===== config.mk =====
export PLATFORM = sky130hd
export DESIGN_NAME = temp_autoconvert_lockout
export DESIGN_NICKNAME = d
export VERILOG_FILES = /design/src/hdl/temp_seq_pkg.sv /design/src/hdl/sync2.sv /design/src/hdl/temp_autoconvert_lockout.sv
export SDC_FILE = /design/constraint.sdc
export NUM_CORES = 1
export LEC_CHECK = 0
export BUFFER_PORTS_ARGS = -buffer_cell sky130_fd_sc_hd__buf_2
export CAP_MARGIN = 10
export CORE_MARGIN = 3
export CORE_UTILIZATION = 40
export CTS_BUF_LIST = sky130_fd_sc_hd__clkbuf_8
export CTS_CLUSTER_SIZE = 25
export DETAILED_ROUTE_END_ITERATION = 10
export PLACE_DENSITY = 0.56
export SLEW_MARGIN = 15
export SYNTH_ARGS = -nofsm -noshare
export SYNTH_HDL_FRONTEND = slang
export SYNTH_SLANG_ARGS = --single-unit

===== constraint.sdc =====
create_clock -name i_sys_clk -period 3.4 [get_ports i_sys_clk]
set_input_delay 0.17 -clock i_sys_clk [delete_from_list [all_inputs] [get_ports i_sys_clk]]
set_output_delay 0.17 -clock i_sys_clk [all_outputs]
set_load 0.005 [all_outputs]

===== src/hdl/temp_seq_pkg.sv =====
// constants for the temperature autoconvert sequencer
package temp_seq_pkg;
  localparam int unsigned CLK_PERIOD_NS = 5;
  localparam int unsigned CONV_INTERVAL_US = 350;
  localparam int unsigned CONV_TIME_US = 25;
  localparam int unsigned INTERVAL_CYCLES = CONV_INTERVAL_US * 1000 / CLK_PERIOD_NS;
  localparam int unsigned CONV_CYCLES = CONV_TIME_US * 1000 / CLK_PERIOD_NS;
  localparam int unsigned CNT_W = 17;
  localparam int unsigned RESULT_W = 10;
  localparam int unsigned FRAME_BITS = 16;
  localparam int unsigned BITCNT_W = 5;
  localparam logic [RESULT_W-1:0] RESULT_RESET = 10'h000;
  typedef enum logic [1:0] {
    ST_IDLE = 2'b00,
    ST_CONV = 2'b01
  } conv_state_t;
endpackage : temp_seq_pkg


===== src/hdl/sync2.sv =====
// two flip-flop synchroniser for pin inputs
`timescale 1ns/10ps
module sync2 #(
  parameter logic RESET_VAL = 1'b0
)
(
  // clock and reset
  input wire logic i_sys_clk,
  input wire logic i_sys_rst,
  input wire logic i_clk_en,
  // async level in, synced level out
  input wire logic i_async,
  output logic o_sync
);
  logic meta_reg;
  logic sync_reg;

  always_ff @(posedge i_sys_clk)
  begin
    if (i_sys_rst)
    begin
      meta_reg <= RESET_VAL;
      sync_reg <= RESET_VAL;
    end
    else if (i_clk_en)
    begin
      meta_reg <= i_async;
      sync_reg <= meta_reg;
    end
  end

  assign o_sync = sync_reg;
endmodule : sync2


===== src/hdl/temp_autoconvert_lockout.sv =====
// temperature sensor autoconvert sequencer with access lockout and serial read
`timescale 1ns/10ps
module temp_autoconvert_lockout
  import temp_seq_pkg::*;
(
  // clock, reset, enable
  input wire logic i_sys_clk,
  input wire logic i_sys_rst,
  input wire logic i_clk_en,
  // serial pins
  input wire logic i_temp_select_n,
  input wire logic i_sclk,
  input wire logic i_din,
  output logic o_dout,
  output logic o_dout_oe,
  // analog front end sample, two's complement
  input wire logic [RESULT_W-1:0] i_adc_value,
  // status
  output logic o_converting,
  output logic o_lockout,
  output logic [RESULT_W-1:0] o_result
);
  ////////////////////////////////////////////////////////////////////////////
  logic sel_n_s;
  logic sclk_s;

  sync2 #(.RESET_VAL(1'b1)) u_sync_sel (
    .i_sys_clk(i_sys_clk),
    .i_sys_rst(i_sys_rst),
    .i_clk_en(i_clk_en),
    .i_async(i_temp_select_n),
    .o_sync(sel_n_s)
  );

  sync2 #(.RESET_VAL(1'b0)) u_sync_sclk (
    .i_sys_clk(i_sys_clk),
    .i_sys_rst(i_sys_rst),
    .i_clk_en(i_clk_en),
    .i_async(i_sclk),
    .o_sync(sclk_s)
  );

  ////////////////////////////////////////////////////////////////////////////
  // edge detection on synchronised pins
  logic sel_n_d_reg;
  logic sclk_d_reg;
  logic sel_fall;
  logic sel_rise;
  logic sclk_fall;

  assign sel_fall = sel_n_d_reg & ~sel_n_s;
  assign sel_rise = ~sel_n_d_reg & sel_n_s;
  assign sclk_fall = sclk_d_reg & ~sclk_s & ~sel_n_s;

  ////////////////////////////////////////////////////////////////////////////
  // conversion sequencer state
  conv_state_t state_reg;
  conv_state_t state_next;
  logic [CNT_W-1:0] cnt_reg;
  logic [CNT_W-1:0] cnt_next;
  logic lock_reg;
  logic lock_next;
  logic [RESULT_W-1:0] result_reg;
  logic [RESULT_W-1:0] result_next;
  logic conv_start;

  always_comb
  begin
    state_next = state_reg;
    cnt_next = cnt_reg;
    lock_next = lock_reg;
    result_next = result_reg;
    conv_start = 1'b0;
    unique case (state_reg)
      ST_IDLE:
      begin
        if (cnt_reg >= CNT_W'(INTERVAL_CYCLES - 1))
        begin
          conv_start = 1'b1;
          state_next = ST_CONV;
          cnt_next = '0;
        end
        else
        begin
          cnt_next = cnt_reg + CNT_W'(1);
        end
      end
      ST_CONV:
      begin
        if (cnt_reg >= CNT_W'(CONV_CYCLES - 1))
        begin
          if (!lock_reg)
          begin
            result_next = i_adc_value;
          end
          state_next = ST_IDLE;
          cnt_next = '0;
        end
        else
        begin
          cnt_next = cnt_reg + CNT_W'(1);
        end
      end
      default:
      begin
        state_next = ST_IDLE;
        cnt_next = '0;
      end
    endcase
    // clear only at conversion start, kept if selected
    if (conv_start)
    begin
      lock_next = ~sel_n_s;
    end
    if (state_reg == ST_CONV && (sel_fall || !sel_n_s))
    begin
      lock_next = 1'b1;
    end
    // start a conversion at end of access; result loads only if lockout is clear
    if (sel_rise)
    begin
      state_next = ST_CONV;
      cnt_next = '0;
    end
  end

  always_ff @(posedge i_sys_clk)
  begin
    if (i_sys_rst)
    begin
      state_reg <= ST_IDLE;
      cnt_reg <= '0;
      lock_reg <= 1'b0;
      result_reg <= RESULT_RESET;
    end
    else if (i_clk_en)
    begin
      state_reg <= state_next;
      cnt_reg <= cnt_next;
      lock_reg <= lock_next;
      result_reg <= result_next;
    end
  end

  ////////////////////////////////////////////////////////////////////////////
  // serial shifter: frame of sixteen clocks
  logic [FRAME_BITS-1:0] shift_reg;
  logic [FRAME_BITS-1:0] shift_next;
  logic [BITCNT_W-1:0] bit_reg;
  logic [BITCNT_W-1:0] bit_next;
  logic dout_reg;
  logic dout_next;
  logic oe_reg;
  logic oe_next;

  always_comb
  begin
    shift_next = shift_reg;
    bit_next = bit_reg;
    dout_next = dout_reg;
    oe_next = ~sel_n_s;
    if (sel_fall)
    begin
      // leading zero then sign first, padded low
      shift_next = {1'b0, result_reg, 5'h00};
      bit_next = '0;
      dout_next = 1'b0;
    end
    else if (sclk_fall && bit_reg < BITCNT_W'(FRAME_BITS))
    begin
      shift_next = {shift_reg[FRAME_BITS-2:0], 1'b0};
      bit_next = bit_reg + BITCNT_W'(1);
      // hold last data bit after ten bits
      if (bit_reg < BITCNT_W'(RESULT_W))
      begin
        dout_next = shift_reg[FRAME_BITS-2];
      end
    end
  end

  always_ff @(posedge i_sys_clk)
  begin
    if (i_sys_rst)
    begin
      shift_reg <= '0;
      bit_reg <= '0;
      dout_reg <= 1'b0;
      oe_reg <= 1'b0;
      sel_n_d_reg <= 1'b1;
      sclk_d_reg <= 1'b0;
    end
    else if (i_clk_en)
    begin
      shift_reg <= shift_next;
      bit_reg <= bit_next;
      dout_reg <= dout_next;
      oe_reg <= oe_next;
      sel_n_d_reg <= sel_n_s;
      sclk_d_reg <= sclk_s;
    end
  end

  assign o_dout = dout_reg;
  assign o_dout_oe = oe_reg;
  assign o_converting = (state_reg == ST_CONV);
  assign o_lockout = lock_reg;
  assign o_result = result_reg;
endmodule : temp_autoconvert_lockout


==> impl_results.md, run 1 <==
- Share of the yosys chip area belonging to registers: 0.421
- Clock Skews: slightly below 6 ps
- Number of hold buffers added after cts: 0
- CTS HTree Levels: 2
- Number of synthesis warnings: 0
- Sequential cell area: ~1000 um2
- Setup violations, final: 0
- Clock transition time at the flip-flop clock pins of the worst setup and hold paths: approximately 100 ps
- Power, Total: roughly 1.1 mW
- Via count of the first global-routing pass: 1968
- Number of enable flip-flop cells after synthesis: 0
- Synth Net Count: about 300
- Startpoint of the most critical register-to-register path: cnt_reg[0]
- Count of boundary I/O pins: 30
- Area share of the largest cell type after synthesis: 0.421
- Flip-flop and latch count after synthesis: 52
- Remaining max-slew budget at the tightest pin: 0.467
- Gates resized, CTS repair: 0
- Area enclosed by the die boundary: between 7000 and 8000 um2
- Worst setup SP type: register
- Summed negative setup slack over all endpoints: 0 ps
- Crit path max fanout: 8
- Layout area overhead: 11.4%
- Critical Path Sink Type: register
- Highest Clock Rate: about 0.45 GHz
- Number of input and output port buffers inserted: 28
- Count of mapped cells out of synthesis: 284
- Placement row count: 28
- Number of clock sinks: 52
- Stage delay of the slowest cell on the critical path: ~430 ps
- Worst flop-to-flop path endpoint: cnt_reg[9]
- Yosys top cell by area: dfxtp_1
- Floorplan Core Area: 5960 um2
- Worst Setup SP: cnt_reg[0]
- DRC marker count from the first detailed-route iteration: between 90 and 100
- Final routed wirelength across all metal layers: about 5100 um
- Filler cells: 608
- Fraction of registers with async set or reset after synthesis: 0
- Mean instance size in the synthesized netlist: about 8.7 um2
- Leakage dissipation: 0.969 nW
- Postcts setup bufs: 0
- Max FFs per register: 17
- Prevailing post-synth register cell: dfxtp_1
- CP arrival: about 2400 ps
- Outcome: completed
- Final Max Slew Viols: 0
- Worst ir drop on vdd: roughly 0.00018 V
- Placed Area: roughly 2600 um2
- Final hold violation count: 0
- Clk_lat worst skew: approximately 300 ps
- Routed wirelength normalized by instance count: about 13 um
- Largest cells by area after synthesis: dfxtp_1 42%, nand2_1 7.1%, nor2_1 7.1%, mux2i_1 5.3%, o311ai_2 3.3%
- Critical path destination: cnt_reg[9]
- Setup repair after global routing missed its margin: false
- Number of nets at the end of the flow: 323
- Worst Max-Slew Pin Slew: between 700 and 800 ps
- All-layer global routing usage: 0.152
- Final period demand of the worst path: between 2000 and 2500 ps
- TritonRoute pass-1 iters: 4
- Worst-path cell chain: ha_1, and3_1, nand4_1, a311oi_4, nor3_2, o21bai_2, nor2_1
- Power per standard cell area: between 400 and 500 nW/um2
- Pre-CTS setup slack: ~1100 ps
- Area of the multi-input gates: 1350 um2
- Final core utilization: 0.462
- Wire length of the first global-routing pass: a little over 9000 um
- Grt ovf: 0
- Post-layout worst setup margin: 1160 ps
- Detailed-route vias per instance: about 5.2
- Maximum number of buffers from clock root to sink: 2
- R2r worst-path depth: 7
- Antenna diode count: 0
- Crit share post-route: 0.659
- DRC Markers: 0
- Maximum number of pins on one net before global-route repair: 41
- Classification of the worst-slack hold path: input pin to register
- Required @ worst endpoint: around 3600 ps
- Starting density of the core: 0.415
- Routability congestion estimate from global placement: roughly 0.75
- Distinct cells, synth: 50
- # Max-Cap Violations: 0
- Final design instance area without fill: 2750 um2
- HPWL Detailed: between 3000 and 4000 um
- Commonest cells post-synth: 52 x dfxtp_1, 47 x nand2_1, 47 x nor2_1
- Placed insts: ~370
- Worst Hold Slack: 83.0 ps
- Cell with the most instances after synthesis: dfxtp_1
- Fraction of final layout cells sized beyond drive strength 1: 0.176
- Reg-to-reg setup timing slack: around 1200 ps
- Antenna violations before repair: 0
- Synthesized area: between 2000 and 2500 um2
- Kind of critical path: register to register
- Die outline height: 84.6 um
- Finished Layout Cells: roughly 380
- Vias after detailed routing: approximately 2000
- CTS tree: built
- Die width: roughly 85 um
- Antenna-violating nets left: 0
- Number of buffers inserted during clock tree synthesis: 5
- Critical path's slowest cell: a311oi_4
- Clk Tree Root Cell: clkbuf_8
[report_power, final]
part	leakage (nW)	internal [mW]	total (mW)	switching [mW]
registers	0.421	0.620	0.629	0.00837
clock network	0.0600	0.223	0.436	0.212
logic	0.488	0.0245	0.0671	0.0427
[layer usage]
| metal | vias to the layer above | routed length, um | global-route usage |
|---|---|---|---|
| met5 | - | 0 | 0 |
| met4 | 0 | 29 | 0.0345 |
| met3 | 2 | 162 | 0.0334 |
| met2 | 28 | 2220 | 0.241 |
| met1 | 925 | 2650 | 0.212 |
| li1 | 1044 | - | - |
[final cells by class]
type                            count  share of cell area
Multi-Input combinational cell    215               0.491
Inverter                            3             0.00409
Clock buffer                        5              0.0250
Timing Repair Buffer               28              0.0509
Tap cell                           75              0.0341
Sequential cell                    52               0.378
Clock inverter                      3              0.0168
[worst min-delay path by stage]
stage,start,endpoint,slack (ps),cells past startpoint
2_1_floorplan,i_temp_select_n,u_sync_sel.meta_reg,290,1
3_3_place_gp,i_temp_select_n,u_sync_sel.meta_reg,400,2
3_5_place_dp,i_temp_select_n,u_sync_sel.meta_reg,400,2
4_1_cts,i_temp_select_n,u_sync_sel.meta_reg,80,2
5_1_grt,i_temp_select_n,u_sync_sel.meta_reg,60,2
6_report,i_temp_select_n,u_sync_sel.meta_reg,80,2
[cells in the final DEF (no fill, tap or decap), drive strengths merged, types with 2 or more instances in the layout]
cell and instances:
buf 28, xor2 5, dfxtp 52, a21oi 7
xnor2 5, a31oi 3, a311oi 10, and3 4
o31a 2, mux2i 13, nor2 47, a211o 2
ha 2, nand2b 3, o311ai 5, clkbuf 5
nor4b 2, nand3 14, o21ai 6, inv 3
clkinv 2, nor4 3, nand2 48, or2 3
nor2b 4, nand4 6, nor3 7, o21bai 2
[critical path: cells and delay by family, from the launching register on]
family | cells | cell delay [ps]
adders and majority gates | 1 | 290
AOI/OAI and AO/OA | 2 | 770
DFF | 1 | 410
and+or+nand+nor | 4 | 660
[kinds of logic (layout without fill, tap and decap cells)]
group	after synthesis	in the layout	share of synthesized area
fa+ha+maj	2	2	0.0101
buf+inv	17	39	0.0314
xor+xnor	10	10	0.0354
simple gates	146	146	0.290
compound gates	44	44	0.159
mux	13	13	0.0527
flops	52	52	0.421
Power figures use the tool's default switching activity.
==> run 2: changes to the inputs <==
==> constraint.sdc (replaced) <==
create_clock -name i_sys_clk -period 2.3 [get_ports i_sys_clk]
set_input_delay 0.115 -clock i_sys_clk [delete_from_list [all_inputs] [get_ports i_sys_clk]]
set_output_delay 0.115 -clock i_sys_clk [all_outputs]
set_load 0.005 [all_outputs]
==> run 2 against run 1 <==
  * Wire length grew 1.2%
  * First-iteration DRC count up 15%
  * Die area unchanged
  * Critical path depth unchanged
  * Clock-buffer cell count unchanged
  * Global-route usage fell by 0.081 points
  * Clock power grew 23%
  * Highest routed layer unchanged
==> impl_results.md, run 2 (synthesis results as in run 1) <==
- Reg-to-reg setup timing slack: 180 ps (-980 ps)
- Launch point of the worst hold path: i_temp_select_n
- Detailed-route vias per instance: 5.25 (about the same)
- Crit share post-route: 0.923 (+0.264)
- Number of nets at the end of the flow: 336 (+4.0%)
- Classification of the worst-slack hold path: input pin to register
- TritonRoute pass-1 iters: 4 (unchanged)
- Antenna violations before repair: 0 (unchanged)
- Layout area overhead: 14.7%
- Clk Tree Root Cell: clkbuf_8
- CTS tree: built
- Critical Path Sink Type: register
- Largest delay contributor family on the critical path: compound AO/OA/AOI/OAI gates
- Clk_lat worst skew: 310 ps (about the same)
- Number of clock sinks: 52 (unchanged)
- Vias after detailed routing: 2068 (+3.5%)
- CP arrival: 2310 ps (-120 ps)
- Met2 global-route usage: 0.232 (-0.00854)
- Finished Layout Cells: 394 (+3.4%)
- Part of the power in the clock network: 0.341 (-0.044)
- Busiest layer in global routing: met2
- R2r worst-path depth: 7 (unchanged)
- Die width: 84.6 um (unchanged)
- Starting density of the core: 0.415 (unchanged)
- DRC Markers: 0 (unchanged)
- Kind of critical path: register to register
- Filler cells: 637 (+4.8%)
- Share of total power in sequential cells: 0.590 (+0.034)
- Hold Path End: u_sync_sel.meta_reg
- Worst Max-Slew Pin Slew: 508 ps (-290 ps)
- Leading cell types in the layout, fill and taps excluded: 52 x dfxtp_1, 47 x nand2_1, 47 x nor2_1
- Count of boundary I/O pins: 30 (unchanged)
- Final hold violation count: 0 (unchanged)
- Placement row count: 28 (unchanged)
- Area enclosed by the die boundary: 7160 um2 (unchanged)
- Setup violations, final: 0 (unchanged)
- HPWL Detailed: 3610 um (+6.5%)
- Area of the multi-input gates: 1360 um2 (+0.46%)
- Grt ovf: 0 (unchanged)
- Required @ worst endpoint: 2490 ps (-1100 ps)
- Final period demand of the worst path: 2120 ps (-116 ps)
- Summed negative setup slack over all endpoints: 0 ps (unchanged)
- Switching share of power: 0.251 (+0.0184)
- Maximum number of pins on one net before global-route repair: 25 (-39%)
- Routed wirelength normalized by instance count: 13.0 um (-2.1%)
- Remaining max-slew budget at the tightest pin: 0.661 (+0.194)
- CTS HTree Levels: 2 (unchanged)
- Worst-path cell chain: ha_1, and3_1, nand4_1, a311oi_4, nor3_4, o21bai_2, nor2_1
- Via count of the first global-routing pass: 1893 (-3.8%)
- Sum of buffers and inverters on the critical path: 0 (unchanged)
- Maximum number of buffers from clock root to sink: 2 (unchanged)
- Startpoint of the most critical register-to-register path: cnt_reg[0]
- Outcome: completed
- Cell Int Power: 1.18 mW (+36%)
- Wire length of the first global-routing pass: 8990 um (-1.4%)
- Routability congestion estimate from global placement: 0.738 (-1.0%)
- Antenna diode count: 0 (unchanged)
- Die outline height: 84.6 um (unchanged)
- Floorplan Core Area: 5960 um2 (unchanged)
- Critical path's slowest cell: a311oi_4
- Leakage dissipation: 1.03 nW (+6.1%)
- Number of cells traversed by the worst hold path: 2 (unchanged)
- Highest Clock Rate: 0.471 GHz (+5.5%)
- Sequential cell area: 1040 um2 (unchanged)
- Antenna-violating nets left: 0 (unchanged)
- Clock transition time at the flip-flop clock pins of the worst setup and hold paths: 100 ps (about the same)
- Most common library cell in the layout ignoring fill and taps: dfxtp_1
- Number of buffers inserted during clock tree synthesis: 5 (unchanged)
- Number of input and output port buffers inserted: 28 (unchanged)
- All-layer global routing usage: 0.151 (-0.000813)
- Stage delay of the slowest cell on the critical path: 460 ps (+30 ps)
- Worst setup SP type: register
- Worst ir drop on vdd: 0.000258 V (+44%)
- # Max-Cap Violations: 0 (unchanged)
- Final Max Slew Viols: 0 (unchanged)
- Worst flop-to-flop path endpoint: cnt_reg[13]
- Relative contribution of combinational cells to total power: 0.069 (+0.010)
- Setup repair after global routing missed its margin: false
- Total net switching power: 0.396 mW (+50%)
- Crit path max fanout: 8 (unchanged)
- Fraction of final layout cells sized beyond drive strength 1: 0.210 (+0.0336)
- Met1 Resource Use GR: 0.214 (+0.00241)
- GRT met3 Usage: 0.0343 (+0.000981)
- Power per standard cell area: 556 nW/um2 (+35%)
- Final routed wirelength across all metal layers: 5120 um (+1.2%)
- DRC marker count from the first detailed-route iteration: 113 (+15%)
- Clock Skews: 13.7 ps (+7.79 ps)
- Placed insts: 384 (+2.9%)
- Max FFs per register: 17 (unchanged)
==> run 2: cell types whose count changed in the layout (fill, tap and decap cells not counted), sizes merged <==
cell    before  now
buf         28   41
bufinv       1    0
clkinv       2    3
==> run 2: worst max path at each step <==
stage	slack (ps)	depth (start not counted)	start	end
floorplan	410	7	cnt_reg[4]	cnt_reg[6]
global placement	170	6	cnt_reg[9]	cnt_reg[9]
detailed placement	130	6	cnt_reg[9]	cnt_reg[15]
CTS	120	6	cnt_reg[9]	cnt_reg[13]
global route	10	6	cnt_reg[5]	cnt_reg[6]
finish	180	7	cnt_reg[0]	cnt_reg[13]
==> run 2: metal layers <==
metal / up-vias / wire (um)
li1: 1071 / -
met1: 955 / 2740
met2: 33 / 2120
met3: 9 / 195
met4: 0 / 63
met5: - / 0
==> run 2: through the flow <==
| step | util | setup WS [ps] | hold WS [ps] | total power, mW | instance area [um2] |
|---|---|---|---|---|---|
| finish | 0.476 | 177 | 22.0 | 1.58 | 2830 |
| global route | 0.476 | 11.1 | 6.70 | 1.66 | 2830 |
| CTS | 0.472 | 121 | 19.8 | 1.60 | 2810 |
| detailed placement | 0.457 | 131 | 347 | 1.06 | 2720 |
| global placement | 0.457 | 168 | 344 | 1.06 | 2720 |
| floorplan | - | 406 | 237 | 1.02 | 2470 |
==> run 2: area by class of cell <==
class | instances | area share
timing repair buffer | 41 | 0.0839
clock inverter | 3 | 0.00795
inverter | 3 | 0.00397
tap | 75 | 0.0331
sequential | 52 | 0.367
clock buffer | 5 | 0.0243
multi-input combinational | 215 | 0.479
==> run 2: what timing repair did <==
| action | CTS | global route |
|---|---|---|
| setup buffers | 0 | 2 |
| endpoints found under the hold margin | 0 | 0 |
| hold buffers | 0 | 0 |
| gates resized for setup | 0 | 1 |
| endpoints found under the setup margin | 0 | 11 |
==> run 2: power by group through the flow <==
stage	Sequential [mW]	Combinational [mW]	Clock (mW)
6_report	0.929	0.109	0.537
5_1_grt	0.933	0.125	0.605
4_1_cts	0.930	0.107	0.558
3_5_place_dp	0.951	0.107	0
3_3_place_gp	0.950	0.107	0
2_1_floorplan	0.947	0.0728	0
